## src/hdl/lpcs_regs.svh

```systemverilog
// Register offsets, field positions, reset values and timing codes of the calibration scheduler
`ifndef LPCS_REGS_SVH
`define LPCS_REGS_SVH

// ==========================================
// Offsets
`define LPCS_OFF_CONTROL 8'h6E
`define LPCS_OFF_SOFT_TRIG 8'h6C
`define LPCS_OFF_GAIN_TRIM 8'h7A
`define LPCS_OFF_REFERENCE_VOLTAGE_ADJUST 8'h7C

// ==========================================
// Register fields
`define LPCS_SLEEP_MSB 7
`define LPCS_SLEEP_LSB 5
`define LPCS_WAKE_MSB 4
`define LPCS_WAKE_LSB 3
`define LPCS_RSVD_BIT 2
`define LPCS_TRIGMODE_BIT 1
`define LPCS_ENABLE_BIT 0
`define LPCS_SOFT_TRIG_BIT 0
`define LPCS_SRC_SEL_BIT 1
`define LPCS_BGSEL_BIT 2
`define LPCS_REFERENCE_VOLTAGE_ADJUST_MSB 3

// ==========================================
// Reset values
`define LPCS_RST_CONTROL 8'h88
`define LPCS_RST_SOFT_TRIG 8'h01

// ==========================================
// Interval table, in sample clock periods
`define LPCS_DLY_C0 41'h000_0000_0480
`define LPCS_DLY_C1 41'h000_0040_0080
`define LPCS_DLY_C2 41'h000_0200_0080
`define LPCS_DLY_C3 41'h000_1000_0080
`define LPCS_DLY_C4 41'h000_8000_0080
`define LPCS_DLY_C5 41'h004_0000_0080
`define LPCS_DLY_C6 41'h020_0000_0080
`define LPCS_DLY_C7 41'h100_0000_0080

`endif

```

## src/hdl/lpcs_pkg.sv

```systemverilog
// Types shared by the calibration scheduler
package lpcs_pkg;
  typedef enum logic [1:0] {LPCS_ST_IDLE, LPCS_ST_SLEEP, LPCS_ST_SETTLE, LPCS_ST_CAL} lpcs_state_t;
  typedef struct packed {
    logic [7:0] addr;
    logic [7:0] wdata;
    logic wr;
    logic rd;
  } lpcs_bus_req_t;
  typedef struct packed {
    logic core_sleep;
    logic core_settle;
    logic cal_start;
  } lpcs_core_ctl_t;
endpackage : lpcs_pkg

```

## src/hdl/lpcs_pin_sync.sv

```systemverilog
// Three-stage input synchroniser with agreement detection
`timescale 1ns/1ps
module lpcs_pin_sync (
  input wire logic ref_clk,
  input wire logic reset_n,
  input wire logic pin_in,
  output logic level_q
);
  logic [2:0] sync_q;

  always_ff @(posedge ref_clk) begin
    if (!reset_n) begin
      sync_q <= 3'h0;
    end else begin
      sync_q <= {sync_q[1:0], pin_in};
    end
  end

  // Second and third stage must agree before the level moves
  always_ff @(posedge ref_clk) begin
    if (!reset_n) begin
      level_q <= 1'b0;
    end else if (sync_q[1] == sync_q[2]) begin
      level_q <= sync_q[2];
    end
  end
endmodule : lpcs_pin_sync

```

## src/hdl/lpcs_scheduler.sv

```systemverilog
// Low-power background calibration scheduler with trim registers
`timescale 1ns/1ps
`include "lpcs_regs.svh"

module lpcs_scheduler #(
  parameter logic [40:0] SLEEP_C4 = `LPCS_DLY_C4,
  parameter logic [40:0] WAKE_C1 = `LPCS_DLY_C2
) (
  input wire logic ref_clk,
  input wire logic reset_n,
  input wire lpcs_pkg::lpcs_bus_req_t bus_req,
  output logic [7:0] rdata_q,
  input wire logic [7:0] fuse_gain_trim,
  input wire logic [3:0] fuse_reference_voltage_adjust,
  input wire logic external_cal_trigger_input,
  input wire logic cal_done,
  output lpcs_pkg::lpcs_core_ctl_t core_ctl_q,
  output logic [7:0] gain_trim_q,
  output logic [3:0] reference_voltage_adjust_q
);
  // ==========================================
  // Registers
  logic [7:0] control_q;
  logic [1:0] soft_q;
  logic bgsel_q;
  logic fuse_load_q;
  logic ext_trig;
  lpcs_pkg::lpcs_state_t state_q;
  logic [40:0] count_q;
  logic [40:0] limit;
  logic [2:0] sleep_interval_code;
  logic [1:0] wake_settle_code;
  logic trigger_driven_sleep;
  logic lowpower_cal_enable;
  logic background_cal_select;
  logic trigger_source_select;
  logic software_cal_trigger;
  logic cal_trigger;
  logic active;

  assign sleep_interval_code = control_q[`LPCS_SLEEP_MSB:`LPCS_SLEEP_LSB];
  assign wake_settle_code = control_q[`LPCS_WAKE_MSB:`LPCS_WAKE_LSB];
  assign trigger_driven_sleep = control_q[`LPCS_TRIGMODE_BIT];
  assign lowpower_cal_enable = control_q[`LPCS_ENABLE_BIT];
  assign software_cal_trigger = soft_q[`LPCS_SOFT_TRIG_BIT];
  assign trigger_source_select = soft_q[`LPCS_SRC_SEL_BIT];
  assign background_cal_select = bgsel_q;

  lpcs_pin_sync u_trig_sync (
    .ref_clk(ref_clk),
    .reset_n(reset_n),
    .pin_in(external_cal_trigger_input),
    .level_q(ext_trig)
  );

  // Unselected source is ignored
  assign cal_trigger = trigger_source_select ? ext_trig : software_cal_trigger;
  assign active = lowpower_cal_enable && background_cal_select;

  // ==========================================
  // Register writes
  always_ff @(posedge ref_clk) begin
    if (!reset_n) begin
      control_q <= `LPCS_RST_CONTROL;
    end else if (bus_req.wr && bus_req.addr == `LPCS_OFF_CONTROL) begin
      // Bit 2 is stored as written; keeping it zero is up to software
      control_q <= bus_req.wdata;
    end
  end

  // Trigger source register resets to a high software trigger, the safe idle level
  always_ff @(posedge ref_clk) begin
    if (!reset_n) begin
      soft_q <= 2'(`LPCS_RST_SOFT_TRIG);
      bgsel_q <= 1'b0;
    end else if (bus_req.wr && bus_req.addr == `LPCS_OFF_SOFT_TRIG) begin
      soft_q <= bus_req.wdata[`LPCS_SRC_SEL_BIT:`LPCS_SOFT_TRIG_BIT];
      bgsel_q <= bus_req.wdata[`LPCS_BGSEL_BIT];
    end
  end

  // Fuse values are captured on the first clock after reset release
  always_ff @(posedge ref_clk) begin
    if (!reset_n) begin
      fuse_load_q <= 1'b1;
    end else begin
      fuse_load_q <= 1'b0;
    end
  end

  // A bus write in the load cycle loses to the fuses
  always_ff @(posedge ref_clk) begin
    if (!reset_n) begin
      gain_trim_q <= 8'h00;
      reference_voltage_adjust_q <= 4'h0;
    end else if (fuse_load_q) begin
      gain_trim_q <= fuse_gain_trim;
      reference_voltage_adjust_q <= fuse_reference_voltage_adjust;
    end else if (bus_req.wr) begin
      if (bus_req.addr == `LPCS_OFF_GAIN_TRIM) begin
        gain_trim_q <= bus_req.wdata;
      end
      if (bus_req.addr == `LPCS_OFF_REFERENCE_VOLTAGE_ADJUST) begin
        reference_voltage_adjust_q <= bus_req.wdata[`LPCS_REFERENCE_VOLTAGE_ADJUST_MSB:0];
      end
    end
  end

  // ==========================================
  // Read port; unmapped reads return zero
  always_ff @(posedge ref_clk) begin
    if (!reset_n) begin
      rdata_q <= 8'h00;
    end else if (bus_req.rd) begin
      unique case (bus_req.addr)
        `LPCS_OFF_CONTROL: rdata_q <= control_q;
        `LPCS_OFF_SOFT_TRIG: rdata_q <= {5'h00, bgsel_q, soft_q};
        `LPCS_OFF_GAIN_TRIM: rdata_q <= gain_trim_q;
        `LPCS_OFF_REFERENCE_VOLTAGE_ADJUST: rdata_q <= {4'h0, reference_voltage_adjust_q};
        default: rdata_q <= 8'h00;
      endcase
    end else begin
      rdata_q <= 8'h00;
    end
  end

  // ==========================================
  // Interval lookup
  always_comb begin
    limit = `LPCS_DLY_C0;
    if (state_q == lpcs_pkg::LPCS_ST_SETTLE) begin
      unique case (wake_settle_code)
        2'h0: limit = `LPCS_DLY_C0;
        2'h1: limit = WAKE_C1;
        2'h2: limit = `LPCS_DLY_C3;
        2'h3: limit = `LPCS_DLY_C4;
      endcase
    end else begin
      unique case (sleep_interval_code)
        3'h0: limit = `LPCS_DLY_C0;
        3'h1: limit = `LPCS_DLY_C1;
        3'h2: limit = `LPCS_DLY_C2;
        3'h3: limit = `LPCS_DLY_C3;
        3'h4: limit = SLEEP_C4;
        3'h5: limit = `LPCS_DLY_C5;
        3'h6: limit = `LPCS_DLY_C6;
        3'h7: limit = `LPCS_DLY_C7;
      endcase
    end
  end

  // ==========================================
  // Sleep / settle / calibrate sequence
  logic sleep_done;
  logic settle_done;
  assign sleep_done = trigger_driven_sleep ? !cal_trigger
                                           : (count_q >= limit - 41'h1);
  assign settle_done = count_q >= limit - 41'h1;

  always_ff @(posedge ref_clk) begin
    if (!reset_n || !active) begin
      state_q <= lpcs_pkg::LPCS_ST_IDLE;
      count_q <= 41'h0;
    end else begin
      count_q <= count_q + 41'h1;
      unique case (state_q)
        lpcs_pkg::LPCS_ST_IDLE: begin
          state_q <= lpcs_pkg::LPCS_ST_SLEEP;
          count_q <= 41'h0;
        end
        lpcs_pkg::LPCS_ST_SLEEP: begin
          if (sleep_done) begin
            state_q <= lpcs_pkg::LPCS_ST_SETTLE;
            count_q <= 41'h0;
          end
        end
        lpcs_pkg::LPCS_ST_SETTLE: begin
          if (settle_done) begin
            state_q <= lpcs_pkg::LPCS_ST_CAL;
            count_q <= 41'h0;
          end
        end
        lpcs_pkg::LPCS_ST_CAL: begin
          if (cal_done) begin
            state_q <= lpcs_pkg::LPCS_ST_SLEEP;
            count_q <= 41'h0;
          end
        end
      endcase
    end
  end

  // Core sleep and settle are registered copies of the phase; cal_start flags the last settle cycle
  always_ff @(posedge ref_clk) begin
    if (!reset_n) begin
      core_ctl_q <= '0;
    end else begin
      core_ctl_q.core_sleep <= active && state_q == lpcs_pkg::LPCS_ST_SLEEP;
      core_ctl_q.core_settle <= active && state_q == lpcs_pkg::LPCS_ST_SETTLE;
      core_ctl_q.cal_start <= active && state_q == lpcs_pkg::LPCS_ST_SETTLE && settle_done;
    end
  end

  // ==========================================
  // Assertions
  AST_DISABLED_IDLE: assert property (@(posedge ref_clk) disable iff (!reset_n)
    !active |=> state_q == lpcs_pkg::LPCS_ST_IDLE)
    else $error("scheduler runs while disabled");
  AST_TRIG_HOLDS_SLEEP: assert property (@(posedge ref_clk) disable iff (!reset_n)
    (active && trigger_driven_sleep && cal_trigger && state_q == lpcs_pkg::LPCS_ST_SLEEP)
      |=> state_q == lpcs_pkg::LPCS_ST_SLEEP)
    else $error("core woke with trigger high");
  AST_TRIG_WAKES: assert property (@(posedge ref_clk) disable iff (!reset_n)
    (active && trigger_driven_sleep && !cal_trigger && state_q == lpcs_pkg::LPCS_ST_SLEEP)
      |=> state_q != lpcs_pkg::LPCS_ST_SLEEP || !active)
    else $error("low trigger did not wake core");
  AST_COUNT_RESTART: assert property (@(posedge ref_clk) disable iff (!reset_n)
    (state_q != $past(state_q)) |-> count_q == 41'h0)
    else $error("counter did not restart on phase change");
  AST_SETTLE_MIN: assert property (@(posedge ref_clk) disable iff (!reset_n)
    (state_q == lpcs_pkg::LPCS_ST_CAL && $past(state_q) == lpcs_pkg::LPCS_ST_SETTLE)
      |-> $past(count_q) == $past(limit) - 41'h1 || $past(wake_settle_code) != wake_settle_code)
    else $error("settle interval wrong length");
  AST_AUTO_SLEEP: assert property (@(posedge ref_clk) disable iff (!reset_n)
    (active && !trigger_driven_sleep && state_q == lpcs_pkg::LPCS_ST_SLEEP
      && count_q < limit - 41'h1) |=> state_q != lpcs_pkg::LPCS_ST_SETTLE)
    else $error("autonomous sleep ended early");
  AST_SRC_SELECT: assert property (@(posedge ref_clk) disable iff (!reset_n)
    !trigger_source_select |-> cal_trigger == software_cal_trigger)
    else $error("external trigger used while software selected");
  AST_BG_UPPER_ZERO: assert property (@(posedge ref_clk) disable iff (!reset_n)
    $past(bus_req.rd && bus_req.addr == `LPCS_OFF_REFERENCE_VOLTAGE_ADJUST) |-> rdata_q[7:4] == 4'h0)
    else $error("band-gap reserved bits not zero");
  AST_FUSE_LOAD: assert property (@(posedge ref_clk) disable iff (!reset_n)
    fuse_load_q |=> reference_voltage_adjust_q == $past(fuse_reference_voltage_adjust) && gain_trim_q == $past(fuse_gain_trim))
    else $error("fuse values not loaded");
  AST_CORE_SLEEP_PHASE: assert property (@(posedge ref_clk) disable iff (!reset_n)
    core_ctl_q.core_sleep |-> $past(active && state_q == lpcs_pkg::LPCS_ST_SLEEP))
    else $error("core asleep outside sleep phase");
  AST_CAL_AFTER_SETTLE: assert property (@(posedge ref_clk) disable iff (!reset_n)
    (state_q == lpcs_pkg::LPCS_ST_CAL && $past(state_q) != lpcs_pkg::LPCS_ST_CAL)
      |-> $past(state_q) == lpcs_pkg::LPCS_ST_SETTLE)
    else $error("calibration began without settling");
  AST_CAL_START_PULSE: assert property (@(posedge ref_clk) disable iff (!reset_n)
    core_ctl_q.cal_start |=> !core_ctl_q.cal_start)
    else $error("calibration start longer than one cycle");
  AST_CAL_HOLDS: assert property (@(posedge ref_clk) disable iff (!reset_n)
    (active && state_q == lpcs_pkg::LPCS_ST_CAL && !cal_done)
      |=> state_q == lpcs_pkg::LPCS_ST_CAL)
    else $error("calibration phase left before done");
  AST_AUTO_WAKE: assert property (@(posedge ref_clk) disable iff (!reset_n)
    (active && !trigger_driven_sleep && state_q == lpcs_pkg::LPCS_ST_SLEEP
      && count_q == limit - 41'h1) |=> state_q == lpcs_pkg::LPCS_ST_SETTLE)
    else $error("autonomous sleep overran its interval");
  AST_EXT_SELECT: assert property (@(posedge ref_clk) disable iff (!reset_n)
    trigger_source_select |-> cal_trigger == ext_trig)
    else $error("software trigger used while external selected");
  // Trim checks skip the load cycle, in which the fuses win over the bus
  AST_GAIN_STABLE: assert property (@(posedge ref_clk) disable iff (!reset_n)
    (!fuse_load_q && !(bus_req.wr && bus_req.addr == `LPCS_OFF_GAIN_TRIM))
      |=> $stable(gain_trim_q))
    else $error("gain trim changed without a write");
  AST_GAIN_WRITE: assert property (@(posedge ref_clk) disable iff (!reset_n)
    (!fuse_load_q && bus_req.wr && bus_req.addr == `LPCS_OFF_GAIN_TRIM)
      |=> gain_trim_q == $past(bus_req.wdata))
    else $error("gain trim write lost");
  AST_BG_STABLE: assert property (@(posedge ref_clk) disable iff (!reset_n)
    (!fuse_load_q && !(bus_req.wr && bus_req.addr == `LPCS_OFF_REFERENCE_VOLTAGE_ADJUST))
      |=> $stable(reference_voltage_adjust_q))
    else $error("band-gap trim changed without a write");
  AST_BG_WRITE: assert property (@(posedge ref_clk) disable iff (!reset_n)
    (!fuse_load_q && bus_req.wr && bus_req.addr == `LPCS_OFF_REFERENCE_VOLTAGE_ADJUST)
      |=> reference_voltage_adjust_q == $past(bus_req.wdata[`LPCS_REFERENCE_VOLTAGE_ADJUST_MSB:0]))
    else $error("band-gap trim write lost");

  // ==========================================
  // Coverage of the main scenarios
  COV_SLEEP_TO_SETTLE: cover property (@(posedge ref_clk)
    state_q == lpcs_pkg::LPCS_ST_SLEEP ##1 state_q == lpcs_pkg::LPCS_ST_SETTLE);
  COV_CAL_START: cover property (@(posedge ref_clk) core_ctl_q.cal_start);
  COV_TRIG_WAKE: cover property (@(posedge ref_clk)
    trigger_driven_sleep && state_q == lpcs_pkg::LPCS_ST_SLEEP ##1 state_q == lpcs_pkg::LPCS_ST_SETTLE);
  COV_DISABLE_MIDRUN: cover property (@(posedge ref_clk) active ##1 !active);
  COV_EXT_WAKE: cover property (@(posedge ref_clk)
    trigger_source_select && trigger_driven_sleep && !cal_trigger
      && state_q == lpcs_pkg::LPCS_ST_SLEEP);
endmodule : lpcs_scheduler

```

## config.mk

```make
export PLATFORM = sky130hd
export DESIGN_NAME = lpcs_scheduler
export DESIGN_NICKNAME = d
export VERILOG_FILES = /design/src/hdl/lpcs_pkg.sv /design/src/hdl/lpcs_pin_sync.sv /design/src/hdl/lpcs_scheduler.sv
export VERILOG_INCLUDE_DIRS = /design/src /design/src/hdl
export SDC_FILE = /design/constraint.sdc
export NUM_CORES = 1
export LEC_CHECK = 0
export BUFFER_PORTS_ARGS = -buffer_cell sky130_fd_sc_hd__buf_2
export CORE_ASPECT_RATIO = 1.1
export CORE_MARGIN = 2
export CORE_UTILIZATION = 45
export DETAILED_ROUTE_END_ITERATION = 6
export PLACE_DENSITY = 0.71
export SYNTH_ARGS = -nofsm -noshare
export SYNTH_HDL_FRONTEND = slang
export SYNTH_HIERARCHICAL = 1
export SYNTH_SLANG_ARGS = --single-unit
```

## constraint.sdc

```tcl
create_clock -name ref_clk -period 4.3 [get_ports ref_clk]
set_clock_uncertainty 0.15 [all_clocks]
set_input_delay 0 -clock ref_clk [delete_from_list [all_inputs] [get_ports ref_clk]]
set_output_delay 0 -clock ref_clk [all_outputs]
set_load 0.1 [all_outputs]
```

# Word level (Yosys, flattened, before mapping)
# Memories as Yosys holds them, arrays and structs flattened. A register that Yosys moved wholly into a read port is not among the register bits.
# Cells that the tools add are included.
[totals]
register_bits = 82
rom_bits = 64
inputBits = 34
output_inout_bits = 23
word_cells = 73
mem_count = 1
[mem_list]
columns = ["name", "depth", "word_bits", "read_ports", "rd_ports_with_merged_regs", "write_ports", "line_no", "rtl"]
rows = [
  ["(name not given)", 8, 8, 1, 1, 0, "lpcs_scheduler.sv:139", "unique case (sleep_interval_code)"],
]
[op_classes]
n_addsub = 2
order_cmp = 1
n_eq_ne = 14
n_mux = 22
reduce_logical = 19
[ops]
columns = ["op", "count"]
rows = [
  ["case mux 41 bit (4 select lines)", 2],
  ["two-way mux 41 bit", 4],
  ["adder 41 x 1 -> 41 bit (second input constant)", 1],
  [">= comparator 41 bit", 1],
  ["subtractor 41 x 1 -> 41 bit (second input constant)", 1],
  ["equality test 8 x 7 -> 1 bit (second input constant)", 4],
  ["case mux 8 bit (4 select lines)", 1],
  ["two-way mux 8 bit", 3],
  ["two-way mux 4 bit", 3],
  ["equality test 2 bit (second input constant)", 4],
  ["case mux 2 bit (4 select lines)", 1],
  ["logical AND 1 bit", 6],
  ["two-way mux 2 bit", 3],
  ["two-way mux 3 bit", 2],
  ["!= test 2 bit (second input constant)", 3],
  ["AND reduction 2 bit", 3],
  ["nonzero test 2 bit", 3],
  ["equality test 2 x 1 -> 1 bit (second input constant)", 2],
  ["zero test 2 bit", 2],
  ["zero test 1 bit", 3],
  ["two-way mux 1 bit", 3],
  ["AND reduction 3 bit", 1],
  ["equality test 1 bit", 1],
  ["logical OR 1 bit", 1],
]

# Depth between registers and ports, before layout
# Gate-level depths: netlist of the first run.
[depth]
depth_word = 8
depth_mapped = 13
ltp_nobuf = 11

# Modules after synthesis
# Netlist of the first run, hierarchy kept.
[modules_own_cells]
columns = ["module", "instances", "cells_per_inst", "area_per_inst_um2", "seq_area_each_um2"]
rows = [
  ["lpcs_scheduler", 1, 467, 4189.0, 1721.7],
  ["lpcs_pin_sync", 1, 10, 116.4, 80.1],
]

# Least setup slack after synthesis of the first run
# Ideal clock, no wire load.
[synth_timing]
kind = "reg2reg"
startpoint = "reg state_q[0]"
endpoint = "reg count_q[40]"
setup_ns = 0.115
arrival_time_ns = 2.551
t_required_ns = 4.035
path_slack_ns = 1.485
stages_incl_launch_ff = 13
synth_period_minus_slack_ns = 2.815
path_cell_list = "dfxtp_1 -> inv_1 -> ha_1 -> clkbuf_1 -> nand2b_1 -> ha_1 -> and4b_1 -> nand4_1 -> nor4_1 -> o31ai_4 -> nand4_4 -> buf_6 -> nor2_1"
[synth_between]
elab_chain_cells = 7
word_cells_on_any_way = 11
cone_classes = "add/sub (1); order compare (1); eq/ne (3); mux (5); reduce/logical (1)"
[synth_rtl]
columns = ["element", "line_no", "rtl"]
rows = [
  ["from (decl)", "lpcs_scheduler.sv:28", "lpcs_pkg::lpcs_state_t state_q;"],
  ["from (signal assigned)", "lpcs_scheduler.sv:162", "state_q <= lpcs_pkg::LPCS_ST_IDLE;"],
  ["from (signal assigned)", "lpcs_scheduler.sv:168", "state_q <= lpcs_pkg::LPCS_ST_SLEEP;"],
  ["from (signal assigned)", "lpcs_scheduler.sv:173", "state_q <= lpcs_pkg::LPCS_ST_SETTLE;"],
  ["equality test 2 bit", "lpcs_scheduler.sv:131, lpcs_scheduler.sv:166", ""],
  ["two-way mux 41 bit", "lpcs_scheduler.sv:131", "if (state_q == lpcs_pkg::LPCS_ST_SETTLE) begin"],
  ["subtractor 41 x 1 -> 41 bit", "lpcs_scheduler.sv:157, lpcs_scheduler.sv:158", ""],
  [">= comparator 41 bit", "lpcs_scheduler.sv:157, lpcs_scheduler.sv:158", ""],
  ["two-way mux 1 bit", "lpcs_scheduler.sv:156", "assign sleep_done = trigger_driven_sleep ? !cal_trigger"],
  ["two-way mux 41 bit", "lpcs_scheduler.sv:172", "if (sleep_done) begin"],
  ["case mux 41 bit (4 select lines) *", "lpcs_scheduler.sv:166", "unique case (state_q)"],
  ["to (signal assigned)", "lpcs_scheduler.sv:165", "count_q <= count_q + 41'h1;"],
  ["to (decl)", "lpcs_scheduler.sv:29", "logic [40:0] count_q;"],
]
# Mark *: on every way between the ends. The rest lies on a longest branch, timed or not.
# A chain may end at the register's enable or synchronous reset.

# Final worst setup path of the first run
[layout_timing]
startpoint = "reg state_q[0]"
endpoint = "reg count_q[34]"
# The elaborated chain is that of the path after synthesis.

==> out/qor.yml, run 1 <==
worst_setup_path:
  crit-reg2reg-launch: "state_q[0]$_SDFFE_PP0P_"
  critical_path.reg2reg.endpoint: "count_q[34]$_SDFF_PP0_"
  worst_setup_path_endpoint: "count_q[34]$_SDFF_PP0_"
  cp_cell_sequence: "inv_1, ha_1, mux2i_1, ha_1, a21oi_1, nand4_1, a2111oi_2, a211o_2, nand4_4, nor2_1"
  cp_max_delay_cell: "sky130_fd_sc_hd__nand4_4"
  critical_path_arrival_ps: 3550
  crit_path_frequent_cell: "sky130_fd_sc_hd__ha_1"
  reg2reg_setup_slack_ps: 880
  timing.reg2reg.worst_path_depth: 10
  levels_on_crit_path: 10
  crit_path_max_fo: 41
  critical_path_class: "flop to flop"
  cp-end-kind: "flop"
  crit_path_max_incr_delay_ps: 530
  critical_path.startpoint_type: "flop"
  timing.critical_path.required_ps: 4430
  timing.critical_path.from: "state_q[0]$_SDFFE_PP0P_"
  cp_top_family: "simple AND/OR/NAND/NOR gates"
  critPathBufInv: 1
synth:
  synth-warning-count: 6
  syn_inst: 477
  ys_seq_area_share_pct: 41.85
  synthArstFlopShare_pct: 0
  synth_cell_types: 54
  ys_seq_elements: 90
  post_synth.cell_area_avg_um2: 9.026
  synth_enable_flop_cells: 0
  mappedNetlistNets: 525
  synth_area_um2: 4305
  synthFlopType: "sky130_fd_sc_hd__dfxtp_1"
power:
  fin_total_pwr_mw: 1.589
  combinationalPowerShare_pct: 8.5
  power.clock.fraction_pct: 38.0
  cellInternalPower_mw: 1.185
  sw_frac_of_total_pct: 25.40
  vdd_drop_max_mv: 0.1650
  power.share.sequential_pct: 53.5
  power_density_nw_per_um2: 301.4
  static-leakage-power_nw: 2.080
  total_switching_power_mw: 0.4035
clock_tree:
  clk_transition_reported_paths_ps: 90
  htreeDepth: 3
  cts.sinks: 90
  cts.repair.resized: 0
  worstSkewPairLatency_ps: 360
  clk_root_buffer_cell: "sky130_fd_sc_hd__clkbuf_8"
  holdBufCountCts: 41
  cts.path.max_buffers: 2
  cts_buffers: 9
  cts_post_setup_buffers_inserted: 0
  cts_tree: "built"
sta:
  tns_ps: 0
  max_slew_margin_pct: 50.93
  grt_setup_unrepaired: "false"
  final.period_utilization_pct: 79.45
  timing.final.ws_setup_ps: 883.7
  setup_violations: 0
  whs_ps: 17.86
  worst_slew_pin_slew_ps: 735.0
  max_transition_viols_final: 0
  fmaxAchievable_mhz: 292.7
  fin_crit_ps: 3416
  final-hold-violation-count: 0
placement:
  port-buffer-count: 56
  place_worst_setup_slack_ps: 856.0
  dp.cells: 637
  routabilityCongestion: 0.8508
  dp.final_hpwl_mm: 6.762
  place_area_um2: 4652
drt:
  drc: 0
  drt-initial-drc-count: 68
  detail_route.wl_per_cell_um: 14.05
  route.met3.wl_um: 454
  met2_routed_length_mm: 4.825
  top_layer: "met4"
  vias: 3692
  route.antenna.remaining_nets: 0
  routed_wirelength_mm: 9.754
  vias_per_cell: 5.320
  wl_met1_mm: 4.330
  firstDrtPassIters: 4
die:
  number_of_standard_cell_rows_in_the_floorplan: 37
  start_util_pct: 46.04
  floorplan.die_area_um2: 10370
  die_w_um: 97.26
  ioPinCount: 57
  height_of_the_die_um: 106.6
  core-area_um2: 9351
finish:
  nets: 620
  area_growth_syn_to_layout_pct: 22.44
  layout.cell_area.non_filler_um2: 5271
  drive_gt1_share_pct: 16.64
  multiInputGateArea_um2: 2382
  sequential_cell_area_um2: 1802
  fillCellCount: 830
  count_of_placed_standard_cells_in_the_final_layout_fillers_left_out: 694
  diodes: 0
  layout.core_utilization_pct: 56.37
grt:
  antenna_violations_before_repair: 0
  global_route_wire_length_before_repair_mm: 16.49
  grt.overflow.total: 0
  first_global_vias: 3671
  maximum_number_of_pins_on_one_net_before_global_route_repair: 42
  grt_use_total_pct: 19.35
run:
  maxCapViolations: 0
min_path:
  worstHoldPathType: "input pin to flop"
outcome:
  outcome: "finished clean"
[synthesized netlist by cell type (3+ instances only)]
master | count | area [µm²]
sky130_fd_sc_hd__a21oi_1 | 4 | 20.02
sky130_fd_sc_hd__a221oi_1 | 3 | 26.28
sky130_fd_sc_hd__a22oi_1 | 6 | 45.04
sky130_fd_sc_hd__and2_1 | 12 | 75.07
sky130_fd_sc_hd__and3_1 | 11 | 68.82
sky130_fd_sc_hd__and4_1 | 6 | 52.55
sky130_fd_sc_hd__buf_6 | 4 | 45.04
sky130_fd_sc_hd__clkbuf_1 | 7 | 26.28
sky130_fd_sc_hd__dfxtp_1 | 90 | 1802
sky130_fd_sc_hd__ha_1 | 14 | 175.2
sky130_fd_sc_hd__inv_1 | 10 | 37.54
sky130_fd_sc_hd__mux2_2 | 8 | 90.09
sky130_fd_sc_hd__mux2i_1 | 29 | 290.3
sky130_fd_sc_hd__nand2_1 | 34 | 127.6
sky130_fd_sc_hd__nand2b_1 | 4 | 25.02
sky130_fd_sc_hd__nand3_1 | 19 | 95.09
sky130_fd_sc_hd__nand4_1 | 15 | 93.84
sky130_fd_sc_hd__nor2_1 | 85 | 319.1
sky130_fd_sc_hd__nor2_2 | 9 | 56.30
sky130_fd_sc_hd__nor2b_1 | 9 | 56.30
sky130_fd_sc_hd__nor3_1 | 10 | 50.05
sky130_fd_sc_hd__nor3b_1 | 3 | 22.52
sky130_fd_sc_hd__nor4_1 | 7 | 43.79
sky130_fd_sc_hd__o21ai_0 | 8 | 40.04
sky130_fd_sc_hd__xnor2_1 | 22 | 192.7
sky130_fd_sc_hd__xor2_1 | 18 | 157.7
[sequential cells by signal, summed over array words and instances (netlist names), 2 cells and up, named ones only]
signal / cells
control_q: 8
core_ctl_q: 3
count_q: 41
gain_trim_q: 8
rdata_q: 8
reference_voltage_adjust_q: 4
soft_q: 2
state_q: 2
u_trig_sync/sync_q: 3
[worst min path at each step]
| stage | cells after the start | slack [ps] | from | endpoint |
|---|---|---|---|---|
| 2_1_floorplan | 1 | -30 | reset_n | u_trig_sync/sync_q[0]$_SDFF_PN0_ |
| 3_3_place_gp | 2 | 70 | external_cal_trigger_input | u_trig_sync/sync_q[0]$_SDFF_PN0_ |
| 3_5_place_dp | 2 | 70 | external_cal_trigger_input | u_trig_sync/sync_q[0]$_SDFF_PN0_ |
| 4_1_cts | 4 | 6 | bus_req[11] | rdata_q[1]$_SDFF_PN0_ |
| 5_1_grt | 4 | 70 | bus_req[11] | rdata_q[1]$_SDFF_PN0_ |
| 6_report | 4 | 20 | bus_req[11] | rdata_q[1]$_SDFF_PN0_ |
[placed cells by master (no fill, tap or decap), drive strengths merged, types with 2 or more instances in the layout]
master and n:
a2111oi 2, a211o 2, a21boi 2, a21o 2, a21oi 4, a221oi 3, a22oi 6, and2 13
and3 11, and3b 2, and4 6, and4b 2, buf 56, clkbuf 10, clkinv 2, clkinvlp 2
dfxtp 90, dlygate4sd3 41, ha 14, inv 12, mux2 8, mux2i 29, nand2 34, nand2b 4
nand3 19, nand4 16, nor2 94, nor2b 9, nor3 10, nor3b 3, nor4 7, o21ai 9
o31ai 2, xnor2 22, xor2 18
[cells by family (layout without fill, tap and decap cells)]
| family | count (synthesis) | count (layout) | synth area share [%] |
|---|---|---|---|
| compound gates | 38 | 38 | 6.743 |
| xor+xnor | 40 | 40 | 8.137 |
| fa+ha+maj | 14 | 14 | 4.069 |
| buf+inv | 24 | 124 | 2.819 |
| flops | 90 | 90 | 41.85 |
| mux | 37 | 37 | 8.835 |
| simple gates | 234 | 234 | 27.55 |
[layer usage]
metal,vias to the layer above,track usage (%)
met5,-,0
met4,0,5.952
met3,14,5.280
met2,84,34.62
met1,1748,22.66
li1,1846,-
[worst min-delay path, stage by stage]
cell	delay, ps
sky130_fd_sc_hd__buf_2	140
sky130_fd_sc_hd__nor3_1	180
sky130_fd_sc_hd__a221oi_1	70
sky130_fd_sc_hd__nor2_1	90
[final cells by class]
class / count / share of cell area (%)
inverters: 11 / 0.7833
clock buffers: 10 / 2.611
repair buffers: 97 / 13.10
well taps: 117 / 2.777
flip-flops and latches: 90 / 34.18
clock inverters: 6 / 1.353
multi-input cells: 363 / 45.19
[power groups by stage]
| stage | clock network [mW] | logic [mW] | registers [mW] |
|---|---|---|---|
| floorplan | 0 | 0.0268 | 0.912 |
| global placement | 0 | 0.101 | 0.869 |
| detailed placement | 0 | 0.103 | 0.869 |
| CTS | 0.615 | 0.132 | 0.849 |
| global route | 0.652 | 0.142 | 0.851 |
| finish | 0.604 | 0.135 | 0.850 |
Power figures use the tool's default switching activity.
==> inputs of run 2 (changes only) <==
Settings changed: PLACE_DENSITY 0.71 to 0.73.
Clock period 4.3 ns to 3.1 ns, I/O delays scaled along.
==> run 2 against run 1 <==
Die area unchanged; routed wire length rose by 4.4%; non-clock buffer count rose by 4; global-route usage increased by 0.40 points; critical path depth is the same; core utilization grew 0.52 points; cell area up 0.93%; setup slack worse by 710 ps; via count is 0.35% higher; clock-buffer cell count fell by 1; register-to-register slack worse by 670 ps; largest power group unchanged.
==> out/qor.yml, run 2 (same netlist as run 1, synthesis figures left out) <==
worst_setup_path:
  cp-end-kind: "flop"
  crit-reg2reg-launch: "state_q[0]$_SDFFE_PP0P_"
  critical_path.reg2reg.endpoint: "count_q[27]$_SDFF_PP0_"
  reg2reg_setup_slack_ps: 210
  timing.critical_path.from: "bus_req[11]"
  critical_path.startpoint_type: "input pin"
  crit_path_max_fo: 8
  critical_path_class: "input pin to flop"
  critical_path_arrival_ps: 3040
  worst_setup_path_endpoint: "gain_trim_q[5]$_SDFFE_PN0P_"
  timing.reg2reg.worst_path_depth: 12
  timing.critical_path.required_ps: 3210
drt:
  drt-initial-drc-count: 107
  top_layer: "met4"
  detail_route.wl_per_cell_um: 14.59
  route.antenna.remaining_nets: 0
  routed_wirelength_mm: 10.18
  firstDrtPassIters: 4
  route.met3.wl_um: 506
  vias_per_cell: 5.308
  vias: 3705
  wl_met1_mm: 4.251
  drc: 0
  met2_routed_length_mm: 5.189
sta:
  timing.final.ws_setup_ps: 171.8
  max_slew_margin_pct: 51.01
  final.period_utilization_pct: 94.46
  setup_violations: 0
  fmaxAchievable_mhz: 341.5
  final-hold-violation-count: 0
  fin_crit_ps: 2928
  max_transition_viols_final: 0
  worst_slew_pin_slew_ps: 728.1
  whs_ps: 76.50
finish:
  drive_gt1_share_pct: 17.56
  area_growth_syn_to_layout_pct: 23.57
  count_of_placed_standard_cells_in_the_final_layout_fillers_left_out: 698
  nets: 624
  mostFrequentLayoutCells: "90 x sky130_fd_sc_hd__dfxtp_1, 85 x sky130_fd_sc_hd__nor2_1, 56 x sky130_fd_sc_hd__buf_2"
  diodes: 0
  layout.core_utilization_pct: 56.89
  final_common_cell: "sky130_fd_sc_hd__dfxtp_1"
  layout.cell_area.non_filler_um2: 5320
  largest_register: "count_q"
  largest_reg_flops: 41
grt:
  antenna_violations_before_repair: 0
  maximum_number_of_pins_on_one_net_before_global_route_repair: 42
  first_global_vias: 3824
  global_route_wire_length_before_repair_mm: 16.82
  grt_use_total_pct: 19.75
  grt.overflow.total: 0
clock_tree:
  worstSkewPairLatency_ps: 360
  cts.sinks: 90
  cts_tree: "built"
  clk_transition_reported_paths_ps: 100
  htreeDepth: 3
  cts_buffers: 9
  cts.path.max_buffers: 2
  clk_root_buffer_cell: "sky130_fd_sc_hd__clkbuf_8"
die:
  height_of_the_die_um: 106.6
  number_of_standard_cell_rows_in_the_floorplan: 37
  ioPinCount: 57
  core-area_um2: 9351
  die_w_um: 97.26
  floorplan.die_area_um2: 10370
  start_util_pct: 46.04
placement:
  port-buffer-count: 56
  dp.cells: 639
  routabilityCongestion: 0.8909
  place_area_um2: 4679
  dp.final_hpwl_mm: 6.555
  place_worst_setup_slack_ps: 48.97
power:
  static-leakage-power_nw: 2.093
  power_density_nw_per_um2: 394.7
  vdd_drop_max_mv: 0.1988
outcome:
  outcome: "finished clean"
min_path:
  worstHoldPathType: "input pin to flop"
run:
  maxCapViolations: 0
==> run 2: timing repair <==
item | 4_1_cts | 5_1_grt
setup buffers | 0 | 0
setup endpoints to repair | 0 | 44
resized for setup | 0 | 8
endpoints found under the hold margin | 37 | 0
hold buffers | 43 | 0
==> run 2: cell type report <==
cell class | count | area, µm²
multi-input cells | 363 | 2416
fillers | 838 | 4031
flip-flops and latches | 90 | 1802
inverters | 11 | 41.29
clock inverters | 7 | 52.55
repair buffers | 101 | 738.2
clock buffers | 9 | 123.9
well taps | 117 | 146.4
==> run 2: how the worst min path moves through the flow <==
stage / startpoint / slack [ps] / to / depth (start not counted)
2_1_floorplan: reset_n / -30 / u_trig_sync/sync_q[0]$_SDFF_PN0_ / 1
3_3_place_gp: external_cal_trigger_input / 60 / u_trig_sync/sync_q[0]$_SDFF_PN0_ / 2
3_5_place_dp: external_cal_trigger_input / 70 / u_trig_sync/sync_q[0]$_SDFF_PN0_ / 2
4_1_cts: bus_req[16] / 60 / rdata_q[0]$_SDFF_PN0_ / 5
5_1_grt: bus_req[12] / 130 / rdata_q[5]$_SDFF_PN0_ / 4
6_report: bus_req[16] / 80 / rdata_q[0]$_SDFF_PN0_ / 5
==> run 2: per-layer routing <==
| metal | vias up | GRT usage, % |
|---|---|---|
| met4 | 0 | 8.829 |
| met5 | - | 0 |
| li1 | 1852 | - |
| met1 | 1736 | 21.71 |
| met2 | 94 | 36.56 |
| met3 | 23 | 4.237 |
==> run 2: power by group <==
group          leakage, nW  switching [mW]  internal [mW]  total (mW)
Clock               0.0783           0.435          0.295       0.730
Combinational         1.29           0.115         0.0761       0.191
Sequential           0.728          0.0122           1.17        1.18
Total                 2.09           0.562           1.54        2.10
==> run 2: through the flow <==
stage / TNS, ps / total power, mW
floorplan: 0 / 1.302
global placement: 0 / 1.345
detailed placement: 0 / 1.348
CTS: 0 / 2.102
global route: -8.656 / 2.173
finish: 0 / 2.100
==> run 2: critical path: stages <==
cell and delay, ps:
sky130_fd_sc_hd__dlygate4sd3_1 520, sky130_fd_sc_hd__buf_2 170, sky130_fd_sc_hd__nor2b_1 190, sky130_fd_sc_hd__and4_2 380, sky130_fd_sc_hd__nand2_2 210, sky130_fd_sc_hd__mux2i_1 190
sky130_fd_sc_hd__o21ai_0 100, sky130_fd_sc_hd__dlygate4sd3_1 590, sky130_fd_sc_hd__and2_1 150, sky130_fd_sc_hd__dlygate4sd3_1 540
==> inputs of run 3 (changes only) <==
Settings changed: CORE_MARGIN 2 to unset.
==> run 3 against run 2 <==
Fmax rose by 0.71%; power rose by 4.4%; worst hold slack got worse by 64 ps; largest power group unchanged; non-clock buffer count rose by 1; combinational power barely moved; clock power rose by 12%; flip-flop and latch count did not move; sequential power barely moved.
==> out/qor.yml, run 3 (same netlist as run 1, synthesis figures left out) <==
worst_setup_path:
  crit_path_frequent_cell: "sky130_fd_sc_hd__dlygate4sd3_1"
  timing.critical_path.required_ps: 3200
  critical_path_class: "input pin to flop"
  critical_path.startpoint_type: "input pin"
  critical_path_arrival_ps: 3010
  cp-end-kind: "flop"
  crit_path_max_incr_delay_ps: 590
  critPathBufInv: 4
  cp_top_family: "buffers and inverters"
  crit_path_max_fo: 8
  cp_max_delay_cell: "sky130_fd_sc_hd__dlygate4sd3_1"
  cp_cell_sequence: "dlygate4sd3_1, buf_2, and4_1, nand2_2, mux2i_1, o21ai_0, dlygate4sd3_1, and2_1, dlygate4sd3_1"
sta:
  setup_violations: 0
  grt_setup_unrepaired: "false"
  final.period_utilization_pct: 93.79
  worst_slew_pin_slew_ps: 712.4
  max_transition_viols_final: 0
  fin_crit_ps: 2908
  tns_ps: 0
  final-hold-violation-count: 0
  max_slew_margin_pct: 52.44
  fmaxAchievable_mhz: 343.9
die:
  height_of_the_die_um: 104.6
  number_of_standard_cell_rows_in_the_floorplan: 37
  die_w_um: 95.26
  start_util_pct: 46.27
  core-area_um2: 9305
  floorplan.die_area_um2: 9963
  ioPinCount: 57
placement:
  routabilityCongestion: 0.8378
  dp.final_hpwl_mm: 6.550
  dp.cells: 639
  place_area_um2: 4679
  port-buffer-count: 56
drt:
  routed_wirelength_mm: 9.957
  drt-initial-drc-count: 109
  vias: 3707
  drc: 0
  vias_per_cell: 5.311
  firstDrtPassIters: 4
  route.antenna.remaining_nets: 0
  detail_route.wl_per_cell_um: 14.27
power:
  vdd_drop_max_mv: 0.2441
  static-leakage-power_nw: 2.119
  fin_total_pwr_mw: 2.191
  power_density_nw_per_um2: 410.8
finish:
  diodes: 0
  sequential_cell_area_um2: 1802
  mostFrequentLayoutCells: "90 x sky130_fd_sc_hd__dfxtp_1, 85 x sky130_fd_sc_hd__nor2_1, 56 x sky130_fd_sc_hd__buf_2"
  count_of_placed_standard_cells_in_the_final_layout_fillers_left_out: 698
  multiInputGateArea_um2: 2397
  area_growth_syn_to_layout_pct: 23.89
  drive_gt1_share_pct: 17.04
  fillCellCount: 831
  largest_register: "count_q"
  largest_reg_flops: 41
  final_common_cell: "sky130_fd_sc_hd__dfxtp_1"
  layout.cell_area.non_filler_um2: 5334
  nets: 625
grt:
  maximum_number_of_pins_on_one_net_before_global_route_repair: 42
  grt.overflow.total: 0
  grt_use_total_pct: 21.43
  antenna_violations_before_repair: 0
  global_route_wire_length_before_repair_mm: 16.88
  first_global_vias: 3673
clock_tree:
  worstSkewPairLatency_ps: 360
  cts_buffers: 9
  cts.sinks: 90
  clk_root_buffer_cell: "sky130_fd_sc_hd__clkbuf_8"
  htreeDepth: 3
  cts_tree: "built"
  clk_transition_reported_paths_ps: 100
  cts_post_setup_buffers_inserted: 0
  cts.path.max_buffers: 2
outcome:
  outcome: "finished clean"
min_path:
  worstHoldPathType: "input pin to flop"
run:
  maxCapViolations: 0
run 3: metal layers:
metal  GRT usage [%]  vias to the layer above  share of wire, %
met5               0                        -                 0
met2           36.73                       87                51
li1                -                     1852                 -
met4           7.792                        0               1.7
met1           25.85                     1751                43
met3           4.585                       17               4.7
run 3: stage by stage:
stage	hold WS [ps]	util, %	setup WS (ps)
floorplan	-28.29	-	284.5
global placement	62.49	50.29	163.0
detailed placement	73.14	50.29	105.5
CTS	0.01621	57.16	67.07
global route	31.24	57.32	50.70
finish	12.22	57.32	192.4
run 3: worst paths after layout:
path	start	endpoint	slack, ps	cells after the start
max reg2reg	state_q[0]$_SDFFE_PP0P_	count_q[23]$_SDFF_PP0_	220	13
min	bus_req[0]	rdata_q[4]$_SDFF_PN0_	10	3
max	bus_req[14]	gain_trim_q[6]$_SDFFE_PN0P_	190	9
min reg2reg	u_trig_sync/sync_q[0]$_SDFF_PN0_	u_trig_sync/sync_q[1]$_SDFF_PN0_	290	1
run 3: worst min-delay path, stage by stage:
cell and delay (ps):
sky130_fd_sc_hd__buf_2 100, sky130_fd_sc_hd__nand4_1 300, sky130_fd_sc_hd__nor2_1 80
run 3: report_power, final:
group / switching, mW / leakage [nW] / internal [mW]
clock network: 0.437 / 0.0982 / 0.381
logic: 0.115 / 1.29 / 0.0789
registers: 0.0125 / 0.728 / 1.17
run 3: final cells by class:
class	count	area share, %
clock buffer	9	2.322
sequential	90	33.78
tap	117	2.745
clock inverter	6	1.407
multi-input combinational	363	44.94
inverter	11	0.7741
timing repair buffer	102	14.03
run 3: what timing repair did:
item | CTS | global route
resized for setup | 0 | 4
endpoints found under the setup margin | 0 | 44
hold buffers | 44 | 0
hold endpoints to repair | 37 | 0
